`src/verilog/spcu_pkg.sv`:
```
/*
  Shared constants for the serial port: register map, field positions,
  reset values, bit-time counts and the mode type.
  Assumes a 32-bit APB slave with one register per aligned word.
*/
package spcu_pkg;

  // Register byte offsets
  localparam logic [7:0] OFS_CONTROL  = 8'h00;
  localparam logic [7:0] OFS_POWER    = 8'h04;
  localparam logic [7:0] OFS_DATA     = 8'h08;
  localparam logic [7:0] OFS_IRQ_STAT = 8'h0c;
  localparam logic [7:0] OFS_IRQ_CLR  = 8'h10;
  localparam logic [7:0] OFS_IRQ_EN   = 8'h14;

  // Serial port control fields
  localparam int unsigned CTL_MODE0_FE = 7;
  localparam int unsigned CTL_MODE1    = 6;
  localparam int unsigned CTL_FILTER   = 5;
  localparam int unsigned CTL_REN      = 4;
  localparam int unsigned CTL_TX9      = 3;
  localparam int unsigned CTL_RX9      = 2;
  localparam int unsigned CTL_TDONE    = 1;
  localparam int unsigned CTL_RDONE    = 0;

  // Power control fields
  localparam int unsigned PWR_DOUBLE = 7;
  localparam int unsigned PWR_FE_SEL = 6;
  localparam int unsigned PWR_T2SEL  = 1;
  localparam int unsigned PWR_FAST   = 0;

  // Interrupt status, clear and enable fields
  localparam int unsigned IRQ_TX = 0;
  localparam int unsigned IRQ_RX = 1;
  localparam int unsigned IRQ_FE = 2;

  // Reset values
  localparam logic [7:0] CONTROL_RESET = 8'h00;
  localparam logic [7:0] POWER_RESET   = 8'h00;
  localparam logic [7:0] DATA_RESET    = 8'h00;
  localparam logic [2:0] IRQ_RESET     = 3'h0;

  // Bit times in rate ticks
  localparam logic [5:0] BIT_LEN_NORMAL   = 6'h20;
  localparam logic [5:0] BIT_LEN_DOUBLE   = 6'h10;
  localparam logic [3:0] M0_DIV_COMPAT    = 4'h6;
  localparam logic [3:0] M0_DIV_COMPAT_X2 = 4'h3;
  localparam logic [3:0] M0_DIV_FAST      = 4'h4;
  localparam logic [3:0] M0_DIV_FAST_X2   = 4'h2;

  typedef enum logic [1:0] {
    MODE_SHIFT,
    MODE_UART8,
    MODE_UART9_FIXED,
    MODE_UART9_VAR
  } spcu_mode_t;

endpackage

```
`src/verilog/spcu_serial_port.sv`:
```
/*
  Serial port control and status with APB register access, mode 0 shifter,
  bit-rate selection and interrupt flags; instantiates spcu_tx and spcu_rx.
  Assumes timer overflow inputs are one-cycle pulses on clock_in.
*/
`timescale 1ns/100ps
// Function
// RULE1 - An invalid stop bit sets the framing error flag, which stays set until software writes it clear.
// RULE2 - Control bit 7 accesses the framing error flag when the access select is 1, else mode bit 0.
// RULE3 - The framing error flag is set regardless of the access select bit.
// RULE4 - Mode bits 00, 01, 10, 11 select shift register, 8-bit UART, fixed 9-bit UART, variable 9-bit UART.
// RULE5 - Mode 0 shifts at clock/6 or /3 in compatibility timing, /4 or /2 in fast timing, or from timer 1.
// RULE6 - Mode 2 bit time is 32 or 16 clocks; modes 1 and 3 take their rate from timer 1 or timer 2.
// RULE7 - The rate doubling bit picks the 16 or 32 divisor and the halved or doubled mode 0 rate.
// RULE8 - In modes 2 and 3 the transmit ninth bit is sent as the ninth data bit.
// RULE9 - The receive ninth bit holds the ninth data bit in modes 2 and 3 and the stop bit in mode 1.
// RULE10 - In modes 1 to 3 the transmit done flag is set at the start of the stop bit.
// RULE11 - In modes 1 to 3 the receive done flag is set halfway through the stop bit; software clears it.
// RULE12 - In mode 0 the done flags are set at the end of the eighth bit and stay set until cleared.
// RULE13 - Reception starts only with reception enabled: in mode 0 when receive done is 0, else on a start bit.
// RULE14 - In mode 0 a set transmit ninth bit makes timer 1 the shift clock source.
// RULE15 - In modes 2 and 3 with the filter bit set, receive done is raised only for a ninth bit of 1.
// RULE16 - In mode 1 with the filter bit set, receive done is raised only for a valid stop bit.
module spcu_serial_port #(
  parameter int unsigned ADDR_W = 8
) (
  input  wire logic              clock_in,
  input  wire logic              reset_n_in,
  input  wire logic              psel_in,
  input  wire logic              penable_in,
  input  wire logic              pwrite_in,
  input  wire logic [ADDR_W-1:0] paddr_in,
  input  wire logic [31:0]       pwdata_in,
  output logic      [31:0]       prdata_out,
  output logic                   pready_out,
  output logic                   pslverr_out,
  input  wire logic              timer1_overflow_in,
  input  wire logic              timer2_overflow_in,
  input  wire logic              rxd_in,
  output logic                   rxd_out,
  output logic                   rxd_oe_out,
  output logic                   txd_out,
  output logic                   irq_out
);

  if (ADDR_W < 8) begin : g_chk
    $error("ADDR_W too small for the register map");
  end

  logic                   mode_hi_reg, mode_lo_reg, filter_reg, ren_reg;
  logic                   tx9_reg, rx9_reg, tdone_reg, rdone_reg, fe_reg;
  logic                   double_reg, fe_sel_reg, t2sel_reg, fast_reg;
  logic [7:0]             rxbuf_reg;
  logic [2:0]             irq_stat_reg, irq_en_reg;
  spcu_pkg::spcu_mode_t   mode;
  logic [7:0]             addr8;
  logic                   acc_wr, mapped, wr_ctl, wr_data;
  logic [7:0]             ctl_view, pwr_view;
  logic [31:0]            rd_next;
  logic                   tick;
  logic [5:0]             bit_len;
  logic                   tx_busy, tx_stop_start, tx_line;
  logic                   rx_done, rx_bit9, rx_stop;
  logic [7:0]             rx_data;
  logic                   rx_accept;
  logic                   m0_active_reg, m0_rx_reg;
  logic [3:0]             m0_cnt_reg, m0_bits_reg, m0_per;
  logic [7:0]             m0_shift_reg;
  logic                   m0_adv, m0_end, m0_done, m0_start_tx, m0_start_rx;
  logic                   tset, rset, feset;

  function automatic logic [3:0] m0_period(input logic timer, input logic fast, input logic dbl);
    if (timer || fast) begin
      m0_period = dbl ? spcu_pkg::M0_DIV_FAST_X2 : spcu_pkg::M0_DIV_FAST;
    end else begin
      m0_period = dbl ? spcu_pkg::M0_DIV_COMPAT_X2 : spcu_pkg::M0_DIV_COMPAT;
    end
  endfunction

  assign mode    = spcu_pkg::spcu_mode_t'({mode_hi_reg, mode_lo_reg}); // RULE4
  assign addr8   = paddr_in[7:0];
  assign acc_wr  = psel_in && penable_in && pwrite_in;
  assign mapped  = (addr8 == spcu_pkg::OFS_CONTROL) || (addr8 == spcu_pkg::OFS_POWER) ||
                   (addr8 == spcu_pkg::OFS_DATA) || (addr8 == spcu_pkg::OFS_IRQ_STAT) ||
                   (addr8 == spcu_pkg::OFS_IRQ_CLR) || (addr8 == spcu_pkg::OFS_IRQ_EN);
  assign wr_ctl  = acc_wr && addr8 == spcu_pkg::OFS_CONTROL;
  assign wr_data = acc_wr && addr8 == spcu_pkg::OFS_DATA;
  assign pready_out = 1'b1;

  // Rate ticks and bit time
  assign tick    = (mode == spcu_pkg::MODE_UART9_FIXED) ? 1'b1 :
                   (t2sel_reg ? timer2_overflow_in : timer1_overflow_in); // RULE6
  assign bit_len = double_reg ? spcu_pkg::BIT_LEN_DOUBLE : spcu_pkg::BIT_LEN_NORMAL; // RULE7

  // Register read views
  assign ctl_view = {fe_sel_reg ? fe_reg : mode_hi_reg, mode_lo_reg, filter_reg, ren_reg, // RULE2
                     tx9_reg, rx9_reg, tdone_reg, rdone_reg};
  assign pwr_view = {double_reg, fe_sel_reg, 4'h0, t2sel_reg, fast_reg};

  always_comb begin
    rd_next = 32'h0;
    unique case (addr8)
      spcu_pkg::OFS_CONTROL:  rd_next = {24'h0, ctl_view};
      spcu_pkg::OFS_POWER:    rd_next = {24'h0, pwr_view};
      spcu_pkg::OFS_DATA:     rd_next = {24'h0, rxbuf_reg};
      spcu_pkg::OFS_IRQ_STAT: rd_next = {29'h0, irq_stat_reg};
      spcu_pkg::OFS_IRQ_EN:   rd_next = {29'h0, irq_en_reg};
      default:                rd_next = 32'h0;
    endcase
  end

  // APB answer registered in the setup cycle
  always_ff @(posedge clock_in or negedge reset_n_in) begin
    if (!reset_n_in) begin
      prdata_out  <= 32'h0;
      pslverr_out <= 1'b0;
    end else if (psel_in && !penable_in) begin
      prdata_out  <= pwrite_in ? 32'h0 : rd_next;
      pslverr_out <= !mapped;
    end
  end

  // Power control
  always_ff @(posedge clock_in or negedge reset_n_in) begin
    if (!reset_n_in) begin
      {double_reg, fe_sel_reg, t2sel_reg, fast_reg} <= {spcu_pkg::POWER_RESET[7:6], spcu_pkg::POWER_RESET[1:0]};
    end else if (acc_wr && addr8 == spcu_pkg::OFS_POWER) begin
      double_reg <= pwdata_in[spcu_pkg::PWR_DOUBLE];
      fe_sel_reg <= pwdata_in[spcu_pkg::PWR_FE_SEL];
      t2sel_reg  <= pwdata_in[spcu_pkg::PWR_T2SEL];
      fast_reg   <= pwdata_in[spcu_pkg::PWR_FAST];
    end
  end

  // Receive acceptance filter
  always_comb begin
    rx_accept = rx_done;
    if (filter_reg && mode == spcu_pkg::MODE_UART8) begin
      rx_accept = rx_done && rx_stop; // RULE16
    end else if (filter_reg && mode != spcu_pkg::MODE_SHIFT) begin
      rx_accept = rx_done && rx_bit9; // RULE15
    end
  end

  assign tset  = (m0_done && !m0_rx_reg) || tx_stop_start; // RULE10
  assign rset  = (m0_done && m0_rx_reg) || rx_accept; // RULE11
  assign feset = rx_done && !rx_stop; // RULE3

  // Control register; hardware set wins over software write
  always_ff @(posedge clock_in or negedge reset_n_in) begin
    if (!reset_n_in) begin
      {mode_hi_reg, mode_lo_reg, filter_reg, ren_reg} <= spcu_pkg::CONTROL_RESET[7:4];
      {tx9_reg, rx9_reg, tdone_reg, rdone_reg}       <= spcu_pkg::CONTROL_RESET[3:0];
      fe_reg                                         <= 1'b0;
    end else begin
      if (wr_ctl) begin
        if (fe_sel_reg) begin
          fe_reg <= pwdata_in[spcu_pkg::CTL_MODE0_FE]; // RULE2
        end else begin
          mode_hi_reg <= pwdata_in[spcu_pkg::CTL_MODE0_FE];
        end
        mode_lo_reg <= pwdata_in[spcu_pkg::CTL_MODE1];
        filter_reg  <= pwdata_in[spcu_pkg::CTL_FILTER];
        ren_reg     <= pwdata_in[spcu_pkg::CTL_REN];
        tx9_reg     <= pwdata_in[spcu_pkg::CTL_TX9];
        rx9_reg     <= pwdata_in[spcu_pkg::CTL_RX9];
        tdone_reg   <= pwdata_in[spcu_pkg::CTL_TDONE];
        rdone_reg   <= pwdata_in[spcu_pkg::CTL_RDONE];
      end
      if (feset) begin
        fe_reg <= 1'b1; // RULE1
      end
      if (tset) begin
        tdone_reg <= 1'b1; // RULE12
      end
      if (rset) begin
        rdone_reg <= 1'b1; // RULE12
      end
      if (rx_accept) begin
        rx9_reg <= (mode == spcu_pkg::MODE_UART8) ? rx_stop : rx_bit9; // RULE9
      end
    end
  end

  // Receive buffer
  always_ff @(posedge clock_in or negedge reset_n_in) begin
    if (!reset_n_in) begin
      rxbuf_reg <= spcu_pkg::DATA_RESET;
    end else if (m0_done && m0_rx_reg) begin
      rxbuf_reg <= m0_shift_reg;
    end else if (rx_accept) begin
      rxbuf_reg <= rx_data;
    end
  end

  // Mode 0 shift clock timing
  assign m0_per      = m0_period(tx9_reg, fast_reg, double_reg); // RULE5
  assign m0_adv      = m0_active_reg && (tx9_reg ? timer1_overflow_in : 1'b1); // RULE14
  assign m0_end      = m0_adv && (m0_cnt_reg == m0_per - 4'h1);
  assign m0_done     = m0_end && (m0_bits_reg == 4'h7);
  assign m0_start_tx = mode == spcu_pkg::MODE_SHIFT && wr_data && !m0_active_reg;
  assign m0_start_rx = mode == spcu_pkg::MODE_SHIFT && ren_reg && !rdone_reg && // RULE13
                       !m0_active_reg && !wr_data;

  // Mode 0 shifter
  always_ff @(posedge clock_in or negedge reset_n_in) begin
    if (!reset_n_in) begin
      m0_active_reg <= 1'b0;
      m0_rx_reg     <= 1'b0;
      m0_cnt_reg    <= 4'h0;
      m0_bits_reg   <= 4'h0;
      m0_shift_reg  <= 8'h00;
      rxd_oe_out    <= 1'b0;
    end else if (m0_start_tx || m0_start_rx) begin
      m0_active_reg <= 1'b1;
      m0_rx_reg     <= m0_start_rx;
      m0_cnt_reg    <= 4'h0;
      m0_bits_reg   <= 4'h0;
      m0_shift_reg  <= m0_start_tx ? pwdata_in[7:0] : 8'h00;
      rxd_oe_out    <= m0_start_tx;
    end else if (m0_adv) begin
      m0_cnt_reg <= m0_end ? 4'h0 : m0_cnt_reg + 4'h1;
      if (m0_rx_reg && m0_cnt_reg == (m0_per >> 1)) begin
        m0_shift_reg <= {rxd_in, m0_shift_reg[7:1]};
      end
      if (m0_end) begin
        m0_bits_reg <= m0_bits_reg + 4'h1;
        if (!m0_rx_reg && !m0_done) begin
          m0_shift_reg <= {1'b0, m0_shift_reg[7:1]};
        end
        if (m0_done) begin
          m0_active_reg <= 1'b0;
          rxd_oe_out    <= 1'b0;
        end
      end
    end
  end

  assign rxd_out = m0_shift_reg[0];

  // Line output: shift clock in mode 0, data otherwise
  always_ff @(posedge clock_in or negedge reset_n_in) begin
    if (!reset_n_in) begin
      txd_out <= 1'b1;
    end else if (mode == spcu_pkg::MODE_SHIFT) begin
      txd_out <= m0_active_reg ? ((m0_cnt_reg >= (m0_per >> 1)) ^ filter_reg) : !filter_reg;
    end else begin
      txd_out <= tx_line;
    end
  end

  spcu_tx #(
    .LEN_W (6)
  ) u_tx (
    .clock_in       (clock_in),
    .reset_n_in     (reset_n_in),
    .start_in       (wr_data && mode != spcu_pkg::MODE_SHIFT),
    .data_in        (pwdata_in[7:0]),
    .bit9_in        (tx9_reg),
    .nine_in        (mode_hi_reg),
    .tick_in        (tick),
    .len_in         (bit_len),
    .txd_out        (tx_line),
    .busy_out       (tx_busy),
    .stop_start_out (tx_stop_start)
  );

  spcu_rx #(
    .LEN_W (6)
  ) u_rx (
    .clock_in   (clock_in),
    .reset_n_in (reset_n_in),
    .enable_in  (ren_reg && mode != spcu_pkg::MODE_SHIFT),
    .rxd_in     (rxd_in),
    .nine_in    (mode_hi_reg),
    .tick_in    (tick),
    .len_in     (bit_len),
    .done_out   (rx_done),
    .data_out   (rx_data),
    .bit9_out   (rx_bit9),
    .stop_out   (rx_stop)
  );

  // Interrupt status, clear and enable
  always_ff @(posedge clock_in or negedge reset_n_in) begin
    if (!reset_n_in) begin
      irq_stat_reg <= spcu_pkg::IRQ_RESET;
      irq_en_reg   <= spcu_pkg::IRQ_RESET;
    end else begin
      irq_stat_reg <= (irq_stat_reg & ~((acc_wr && addr8 == spcu_pkg::OFS_IRQ_CLR) ? pwdata_in[2:0] : 3'h0))
                      | {feset, rset, tset};
      if (acc_wr && addr8 == spcu_pkg::OFS_IRQ_EN) begin
        irq_en_reg <= pwdata_in[2:0];
      end
    end
  end

  assign irq_out = |(irq_stat_reg & irq_en_reg);

endmodule

```
`src/verilog/spcu_tx.sv`:
```
/*
  Asynchronous transmitter for 10 or 11 bit frames, LSB first.
  Assumes tick_in is a one-cycle rate pulse and len_in ticks make one bit.
*/
`timescale 1ns/100ps
module spcu_tx #(
  parameter int unsigned LEN_W = 6
) (
  input  wire logic             clock_in,
  input  wire logic             reset_n_in,
  input  wire logic             start_in,
  input  wire logic [7:0]       data_in,
  input  wire logic             bit9_in,
  input  wire logic             nine_in,
  input  wire logic             tick_in,
  input  wire logic [LEN_W-1:0] len_in,
  output logic                  txd_out,
  output logic                  busy_out,
  output logic                  stop_start_out
);

  if (LEN_W < 6) begin : g_chk
    $error("LEN_W too small for a 32 tick bit");
  end

  logic [10:0]      frame_reg;
  logic [LEN_W-1:0] cnt_reg;
  logic [3:0]       bitn_reg;
  logic [3:0]       last_bit;

  assign last_bit = nine_in ? 4'ha : 4'h9;
  assign txd_out  = frame_reg[0];

  // Frame shifter
  always_ff @(posedge clock_in or negedge reset_n_in) begin
    if (!reset_n_in) begin
      frame_reg      <= 11'h7ff;
      cnt_reg        <= '0;
      bitn_reg       <= 4'h0;
      busy_out       <= 1'b0;
      stop_start_out <= 1'b0;
    end else begin
      stop_start_out <= 1'b0;
      if (!busy_out && start_in) begin
        frame_reg <= {1'b1, nine_in ? bit9_in : 1'b1, data_in, 1'b0}; // RULE8
        cnt_reg   <= '0;
        bitn_reg  <= 4'h0;
        busy_out  <= 1'b1;
      end else if (busy_out && tick_in) begin
        if (cnt_reg == len_in - 1'b1) begin
          cnt_reg   <= '0;
          frame_reg <= {1'b1, frame_reg[10:1]};
          bitn_reg  <= bitn_reg + 4'h1;
          if (bitn_reg + 4'h1 == last_bit) begin
            stop_start_out <= 1'b1; // RULE10
          end
          if (bitn_reg == last_bit) begin
            busy_out <= 1'b0;
          end
        end else begin
          cnt_reg <= cnt_reg + 1'b1;
        end
      end
    end
  end

endmodule

```
`src/verilog/spcu_rx.sv`:
```
/*
  Asynchronous receiver for 8 or 9 data bits with mid-bit sampling.
  Assumes rxd_in is synchronous and tick_in is a one-cycle rate pulse.
*/
`timescale 1ns/100ps
module spcu_rx #(
  parameter int unsigned LEN_W = 6
) (
  input  wire logic             clock_in,
  input  wire logic             reset_n_in,
  input  wire logic             enable_in,
  input  wire logic             rxd_in,
  input  wire logic             nine_in,
  input  wire logic             tick_in,
  input  wire logic [LEN_W-1:0] len_in,
  output logic                  done_out,
  output logic [7:0]            data_out,
  output logic                  bit9_out,
  output logic                  stop_out
);

  if (LEN_W < 6) begin : g_chk
    $error("LEN_W too small for a 32 tick bit");
  end

  typedef enum logic [1:0] {RX_IDLE, RX_START, RX_DATA, RX_STOP} spcu_rx_state_t;

  spcu_rx_state_t   state_reg;
  logic [LEN_W-1:0] cnt_reg;
  logic [3:0]       bitn_reg;
  logic [8:0]       shift_reg;
  logic             bit_end;
  logic             half_end;

  assign bit_end  = tick_in && (cnt_reg == len_in - 1'b1);
  assign half_end = tick_in && (cnt_reg == (len_in >> 1) - 1'b1);

  // Frame receiver
  always_ff @(posedge clock_in or negedge reset_n_in) begin
    if (!reset_n_in) begin
      state_reg <= RX_IDLE;
      cnt_reg   <= '0;
      bitn_reg  <= 4'h0;
      shift_reg <= 9'h000;
      done_out  <= 1'b0;
      data_out  <= 8'h00;
      bit9_out  <= 1'b0;
      stop_out  <= 1'b0;
    end else begin
      done_out <= 1'b0;
      if (tick_in && state_reg != RX_IDLE) begin
        cnt_reg <= bit_end ? '0 : cnt_reg + 1'b1;
      end
      unique case (state_reg)
        RX_IDLE: begin
          if (enable_in && !rxd_in) begin // RULE13
            state_reg <= RX_START;
            cnt_reg   <= '0;
          end
        end
        RX_START: begin
          if (half_end) begin
            cnt_reg   <= '0;
            bitn_reg  <= 4'h0;
            state_reg <= rxd_in ? RX_IDLE : RX_DATA;
          end
        end
        RX_DATA: begin
          if (bit_end) begin
            shift_reg <= {rxd_in, shift_reg[8:1]};
            bitn_reg  <= bitn_reg + 4'h1;
            if (bitn_reg == (nine_in ? 4'h8 : 4'h7)) begin
              state_reg <= RX_STOP;
            end
          end
        end
        RX_STOP: begin
          if (bit_end) begin
            done_out  <= 1'b1; // RULE11
            stop_out  <= rxd_in;
            data_out  <= nine_in ? shift_reg[7:0] : shift_reg[8:1];
            bit9_out  <= shift_reg[8];
            state_reg <= RX_IDLE;
          end
        end
      endcase
    end
  end

endmodule

```
`config.mk`:
```
export PLATFORM = sky130hd
export DESIGN_NAME = spcu_serial_port
export DESIGN_NICKNAME = d
export VERILOG_FILES = /design/src/verilog/spcu_pkg.sv /design/src/verilog/spcu_serial_port.sv /design/src/verilog/spcu_tx.sv /design/src/verilog/spcu_rx.sv
export SDC_FILE = /design/constraint.sdc
export NUM_CORES = 1
export LEC_CHECK = 0
export ABC_AREA = 0
export BUFFER_PORTS_ARGS = -buffer_cell sky130_fd_sc_hd__buf_2
export CORE_ASPECT_RATIO = 0.8
export CORE_MARGIN = 8
export CORE_UTILIZATION = 30
export CTS_BUF_LIST = sky130_fd_sc_hd__clkbuf_4
export DETAILED_ROUTE_END_ITERATION = 6
export SYNTH_ARGS = -nofsm -noshare
export SYNTH_HDL_FRONTEND = slang
export SYNTH_HIERARCHICAL = 1
export SYNTH_SLANG_ARGS = --single-unit
export TNS_END_PERCENT = 50
```
`constraint.sdc`:
```
create_clock -name clock_in -period 2.85 [get_ports clock_in]
set_input_delay 0.285 -clock clock_in [delete_from_list [all_inputs] [get_ports clock_in]]
set_output_delay 0.285 -clock clock_in [all_outputs]
set_load 0.01 [all_outputs]
```
* Yosys cells after proc, flatten, opt, wreduce, memory -nomap -nowiden
Index checks and enable logic that the tools add are counted.
Word-level totals: bits of input ports 48, register bits after elaboration 135, output and inout port bits 38, logic and storage cells 243
Cells by class: $lt $le $gt $ge 1, bitwise logic cells 6, reductions and logical operators 83, add/sub/neg operators 9, multiplexer cells 82, equality and inequality tests 24
Operators by type and width (count):
- 8-bit 2-to-1 mux | 9
- 4-bit 2-to-1 mux | 12
- 6-bit 2-to-1 mux | 8
- 8-bit one-hot mux with 5 select lines | 1
- 1-bit logical AND | 34
- 1-bit 2-to-1 mux | 34
- 11-bit 2-to-1 mux | 3
- 32-bit 2-to-1 mux | 1
- 2-bit nonzero test | 15
- 6-bit equality test | 3
- 4-bit by 1-bit adder with 4-bit output, second input constant | 4
- 4-bit equality test | 4
- 8-bit by 4-bit equality test with 1-bit output, second input constant | 2
- 8-bit by 5-bit equality test with 1-bit output, second input constant | 2
- 2-bit 2-to-1 mux | 7
- 6-bit by 1-bit adder with 6-bit output, second input constant | 2
- 3-bit 2-to-1 mux | 4
- 6-bit one-hot mux with 2 select lines | 1
- 2-bit AND reduction | 6
- 1-bit logical NOT | 11
- 2-bit by 1-bit != test with 1-bit output, second input constant | 5
- 1-bit logical OR | 9
- 3-bit AND reduction | 3
- 8-bit by 3-bit equality test with 1-bit output, second input constant | 1
- 19 further kinds | 24

* Longest topological paths before layout
word-level depth 12, depth in mapped cells 10, gate-level depth less buffers 9

* Cells and area by module
The synthesis kept the hierarchy.
By module, submodules not included:
- spcu_serial_port | cells an instance 312, sequential area each 1402.6 um^2, area each 3231.8 um^2, times used 1
- spcu_rx | cells an instance 183, sequential area each 800.8 um^2, area each 1868.0 um^2, times used 1
- spcu_tx | cells an instance 155, sequential area each 563.0 um^2, area each 1413.9 um^2, times used 1

* Worst setup path after synthesis
Ideal clock, no wire load.
kind reg-to-reg, start reg mode_hi_reg, end reg u_rx.bitn_reg[1], required time 2.730 ns, arrival time 2.193 ns, setup slack 0.537 ns, clock period less this slack 2.313 ns, path buffers 0, stages on the path, launching flop included 7, library setup time 0.120 ns, cells stage by stage dfrtp_1 -> inv_1 -> o221ai_1 -> nand3_1 -> or4_4 -> a2111o_1 -> a31o_1
Between the ends: longest elaborated chain between the ends 5, elaborated cells on any way between the ends 7, classes of those cells 3 x eq/ne; 1 x mux; 3 x reduce/logical
Ends and longest elaborated chain:
- start: declaration | line spcu_serial_port.sv:50 | logic mode_hi_reg, mode_lo_reg, filter_reg, ren_reg;
- start signal: assignment | line spcu_serial_port.sv:152 | {mode_hi_reg, mode_lo_reg, filter_reg, ren_reg} <= spcu_pkg::CONTROL_RESET[7:4];
- start signal: assignment | line spcu_serial_port.sv:160 | mode_hi_reg <= pwdata_in[spcu_pkg::CTL_MODE0_FE];
- 2-bit equality test * | line spcu_serial_port.sv:91 | assign tick = (mode == spcu_pkg::MODE_UART9_FIXED) ? 1'b1 :
- 1-bit 2-to-1 mux * | line spcu_serial_port.sv:91
- named net tick | line spcu_serial_port.sv:60 | logic tick;
- 1-bit logical AND (on tied branches) | line spcu_rx.sv:35, spcu_rx.sv:36
- 2-bit by 1-bit != test with 1-bit output (no line)
- 3-bit AND reduction (no line) *
- end signal: assignment | line spcu_rx.sv:71 | bitn_reg <= bitn_reg + 4'h1;
- end: declaration | line spcu_rx.sv:30 | logic [3:0] bitn_reg;
The timed path passes the listed nets; every way through them passes the cells marked *. A chain may end at the register's enable or synchronous reset.

* Final worst setup path
start reg fast_reg, end reg rxbuf_reg[7]
Between the ends: longest elaborated chain between the ends 8, elaborated cells on any way between the ends 9, classes of those cells 1 x add/sub; 1 x eq/ne; 2 x mux; 5 x reduce/logical
Ends and longest elaborated chain:
- start: declaration | line spcu_serial_port.sv:52 | logic double_reg, fe_sel_reg, t2sel_reg, fast_reg;
- start signal: assignment | line spcu_serial_port.sv:126 | {double_reg, fe_sel_reg, t2sel_reg, fast_reg} <= {spcu_pkg::POWER_RESET[7:6], spcu_pkg::POWER_RESET[1:0]};
- start signal: assignment | line spcu_serial_port.sv:131 | fast_reg <= pwdata_in[spcu_pkg::PWR_FAST];
- 1-bit logical OR * | line spcu_serial_port.sv:73 | if (timer || fast) begin
- 3-bit 2-to-1 mux * | line spcu_serial_port.sv:73
- 4-bit by 1-bit subtractor with 4-bit output * | line spcu_serial_port.sv:199 | assign m0_end = m0_adv && (m0_cnt_reg == m0_per - 4'h1);
- 4-bit equality test * | line spcu_serial_port.sv:199
- 1-bit logical AND * | line spcu_serial_port.sv:199
- 1-bit logical AND * | line spcu_serial_port.sv:200 | assign m0_done = m0_end && (m0_bits_reg == 4'h7);
- 1-bit logical AND * | line spcu_serial_port.sv:189 | end else if (m0_done && m0_rx_reg) begin
- 8-bit 2-to-1 mux or 2-bit nonzero test (tied branches)
- end signal: assignment | line spcu_serial_port.sv:188 | rxbuf_reg <= spcu_pkg::DATA_RESET;
- end signal: assignment | line spcu_serial_port.sv:190 | rxbuf_reg <= m0_shift_reg;
- end signal: assignment | line spcu_serial_port.sv:192 | rxbuf_reg <= rx_data;
- end: declaration | line spcu_serial_port.sv:53 | logic [7:0] rxbuf_reg;
Mark *: on every way between the ends. The rest lies on a longest branch, timed or not.

==> metrics.md <==
| Metric | Value |
|---|---|
| Worst path bufs/invs | `0` |
| CP Launch Type | `flip-flop` |
| Power per cell area | `399 nW/um2` |
| Setup-failing EPs final | `0` |
| Arr. time, crit path | `2.89 ns` |
| GRT Util Overall | `12.1%` |
| First-pass GRT wire length | `26400 um` |
| Cell total after placement | `975` |
| Initial Utilization | `30.4%` |
| DR pass1 iterations | `4` |
| Async SR Flop Fraction | `100%` |
| Top FF cell, synth | `dfrtp_1` |
| Fillcell total | `2182` |
| Most frequent cells in the layout | `dfrtp_1, conb_1, mux2_2` |
| Max_cap viols | `0` |
| Core Area | `21400 um2` |
| Post-Route WL | `16000 um` |
| Detail Route Antenna Nets | `0` |
| Routed vias | `5102` |
| DP HPWL | `12000 um` |
| R2R depth | `7` |
| Finished Core Util | `33.4%` |
| Congestion Overflow GR | `0` |
| Die H | `148 um` |
| Max IR drop VDD | `0.210 mV` |
| Post-CTS Setup Inserts | `0` |
| TritonCTS buffer count | `9` |
| Design Area, Final | `7170 um2` |
| Maximum number of pins on one net before global-route repair | `50` |
| Worst r2r src | `fast_reg` |
| Post-DP Area | `7030 um2` |
| Worst slack at placement | `0.345 ns` |
| Synth Cell Area | `6510 um2` |
| FMAX | `394 MHz` |
| Routed len/inst | `16.2 um` |
| YS warnings | `6` |
| Non-Filler Instances | `992` |
| Commonest non-fill, non-tap cell in the layout | `dfrtp_1` |
| Crit path required time | `3.20 ns` |
| Worst Hold Class | `input port to flip-flop` |
| Nets | `773` |
| CTS tree | `done` |
| Setup Crit Path Kind | `flip-flop to flip-flop` |
| CP Cell Sequence | `or2_2 > ha_1 > o211ai_1 > xor2_1 > o211a_1 > nand4_2 > mux2_2` |
| Final hold violations | `0` |
| Rel. slew slack | `60.3%` |
| Skew-Pair Late Insertion Delay | `0.46 ns` |
| Flip-flop count of the largest register after layout | `10` |
| Worst Slack Setup Final | `0.309 ns` |
| Critical Path Fanout Max | `10` |
| Total Power | `2.86 mW` |
| H-Tree Depth | `3` |
| Slowest stage delay, CP | `0.47 ns` |
| Max Slew Vio Count | `0` |
| R2R Path End | `rxbuf_reg[7]` |
| Io pins | `86` |
| Clk sinks | `110` |
| Post-synthesis cell type count | `79` |
| Number of synthesized flops with an enable pin | `0` |
| Hold_sp | `rxd_in` |
| Tcrit/Tclk final | `89.2%` |
| Global placer's final weighted congestion | `0.836` |
| Syn-to-layout area delta | `10.0%` |
| Clock-pin slew on the worst setup and hold paths | `0.16 ns` |
| CP delay by family, top | `simple AND/OR/NAND/NOR gates` |
| Die area | `26700 um2` |
| Clk root buf | `clkbuf_4` |
| Vias in the first global route | `4885` |
| Crit. End Element | `flip-flop` |
| Leak | `3.23 nW` |
| Die W | `181 um` |
| Sequential share of the synthesized area | `42.5%` |
| Initial antenna violation count | `0` |
| Starting DRT DRC Count | `307` |
| Slowest-stage cell, CP | `dfrtp_1` |
| Share of cells above drive strength 1 | `20.2%` |
| Worst-Margin Slew | `0.595 ns` |
| Hold WS | `0.0616 ns` |
| Skew final | `0.0142 ns` |
| RSZ-0062 raised after global routing | `false` |
| R2r setup slk | `0.31 ns` |
| #FFs+latches synth | `110` |
| Status | `complete, no violations` |
| Ant. Diodes | `0` |
| Setup TNS | `0 ns` |
| DR vias/cell | `5.14` |
| Clock buffer depth | `2` |
| Hold path depth | `2` |
| Syn Area/Cell | `10.0 um2` |
| Port buffer count | `36` |
| Number of cell rows | `48` |
| Tmin final | `2.54 ns` |
| Post-Synthesis Cells | `650` |
| Drc violations | `0` |
cell families after synthesis:
kind of cell / share of synthesized area (%)
multiplexers: 12.0
other: 0.115
flip-flops: 42.5
adder cells (fa/ha/maj): 2.50
AND/OR/NAND/NOR: 16.6
XOR/XNOR: 4.03
buffers and inverters: 6.34
AO/OA/AOI/OAI: 15.9
worst register-to-register path, stage by stage (launching register included):
cell      delay (ns)
dfrtp_1         0.47
or2_2           0.35
ha_1            0.20
o211ai_1        0.12
xor2_1          0.21
o211a_1         0.29
nand4_2         0.36
mux2_2          0.41
synthesized netlist by cell type (3+ instances only):
cell type	n	area, um2
dfrtp_1	99	2480
mux2_2	43	484
nand2_1	42	158
nor2_1	38	143
a21oi_1	32	160
nand3_1	31	155
mux2i_1	30	300
buf_4	26	195
o21ai_0	26	130
xor2_1	19	166
inv_1	18	67.6
a31oi_1	16	100
clkbuf_1	13	48.8
ha_1	13	163
dfstp_2	11	289
o31ai_1	11	82.6
xnor2_1	11	96.3
nand4_1	10	62.6
nor3_1	10	50.1
a22oi_1	9	67.6
nand2b_1	9	56.3
o211ai_1	9	67.6
buf_2	8	40.0
and3_1	6	37.5
nor2b_1	6	37.5
a31o_2	5	43.8
or4_1	5	37.5
a211oi_1	4	30.0
a21o_1	4	30.0
nand3b_1	4	30.0
nor4_1	4	25.0
o22ai_1	4	25.0
a22o_1	3	26.3
and2_1	3	18.8
buf_6	3	33.8
nand4b_1	3	26.3
nor3b_1	3	22.5
o21ai_1	3	15.0
or3_1	3	18.8
worst max-delay path by stage:
stage	startpoint	end	slack [ns]	depth (start not counted)
floorplan	mode_hi_reg	u_rx/bitn_reg[1]	0.54	6
global placement	double_reg	u_rx/cnt_reg[4]	0.35	7
detailed placement	paddr_in[0]	u_tx/cnt_reg[4]	0.34	9
CTS	fast_reg	rxbuf_reg[7]	0.31	7
global route	double_reg	u_rx/cnt_reg[4]	0.11	7
finish	fast_reg	rxbuf_reg[7]	0.31	7
metal layers:
metal | track usage (%) | routed length [um]
met4 | 2.89 | 206
met5 | 0 | 0
met1 | 18.3 | 8230
met3 | 2.26 | 691
met2 | 17.2 | 6900
where the power goes:
part / internal, mW / switching [mW]
logic: 0.152 / 0.249
clock network: 0.269 / 0.497
registers: 1.61 / 0.0867
total: 2.03 / 0.833
what timing repair did:
| item | CTS | global route |
|---|---|---|
| hold buffers | 1 | 0 |
| hold endpoints to repair | 37 | 0 |
| gates resized for setup | 0 | 0 |
| endpoints found under the setup margin | 0 | 0 |
final cells by class:
type	instances	area (um2)	share of cell area, %
Multi-Input combinational cell	518	3520	49.1
Sequential cell	110	2770	38.6
Tap cell	275	344	4.80
Timing Repair Buffer	55	340	4.75
Clock buffer	10	75.1	1.05
Inverter	18	67.6	0.943
Clock inverter	6	52.6	0.733
No activity file was read; power rests on OpenSTA's default activity.
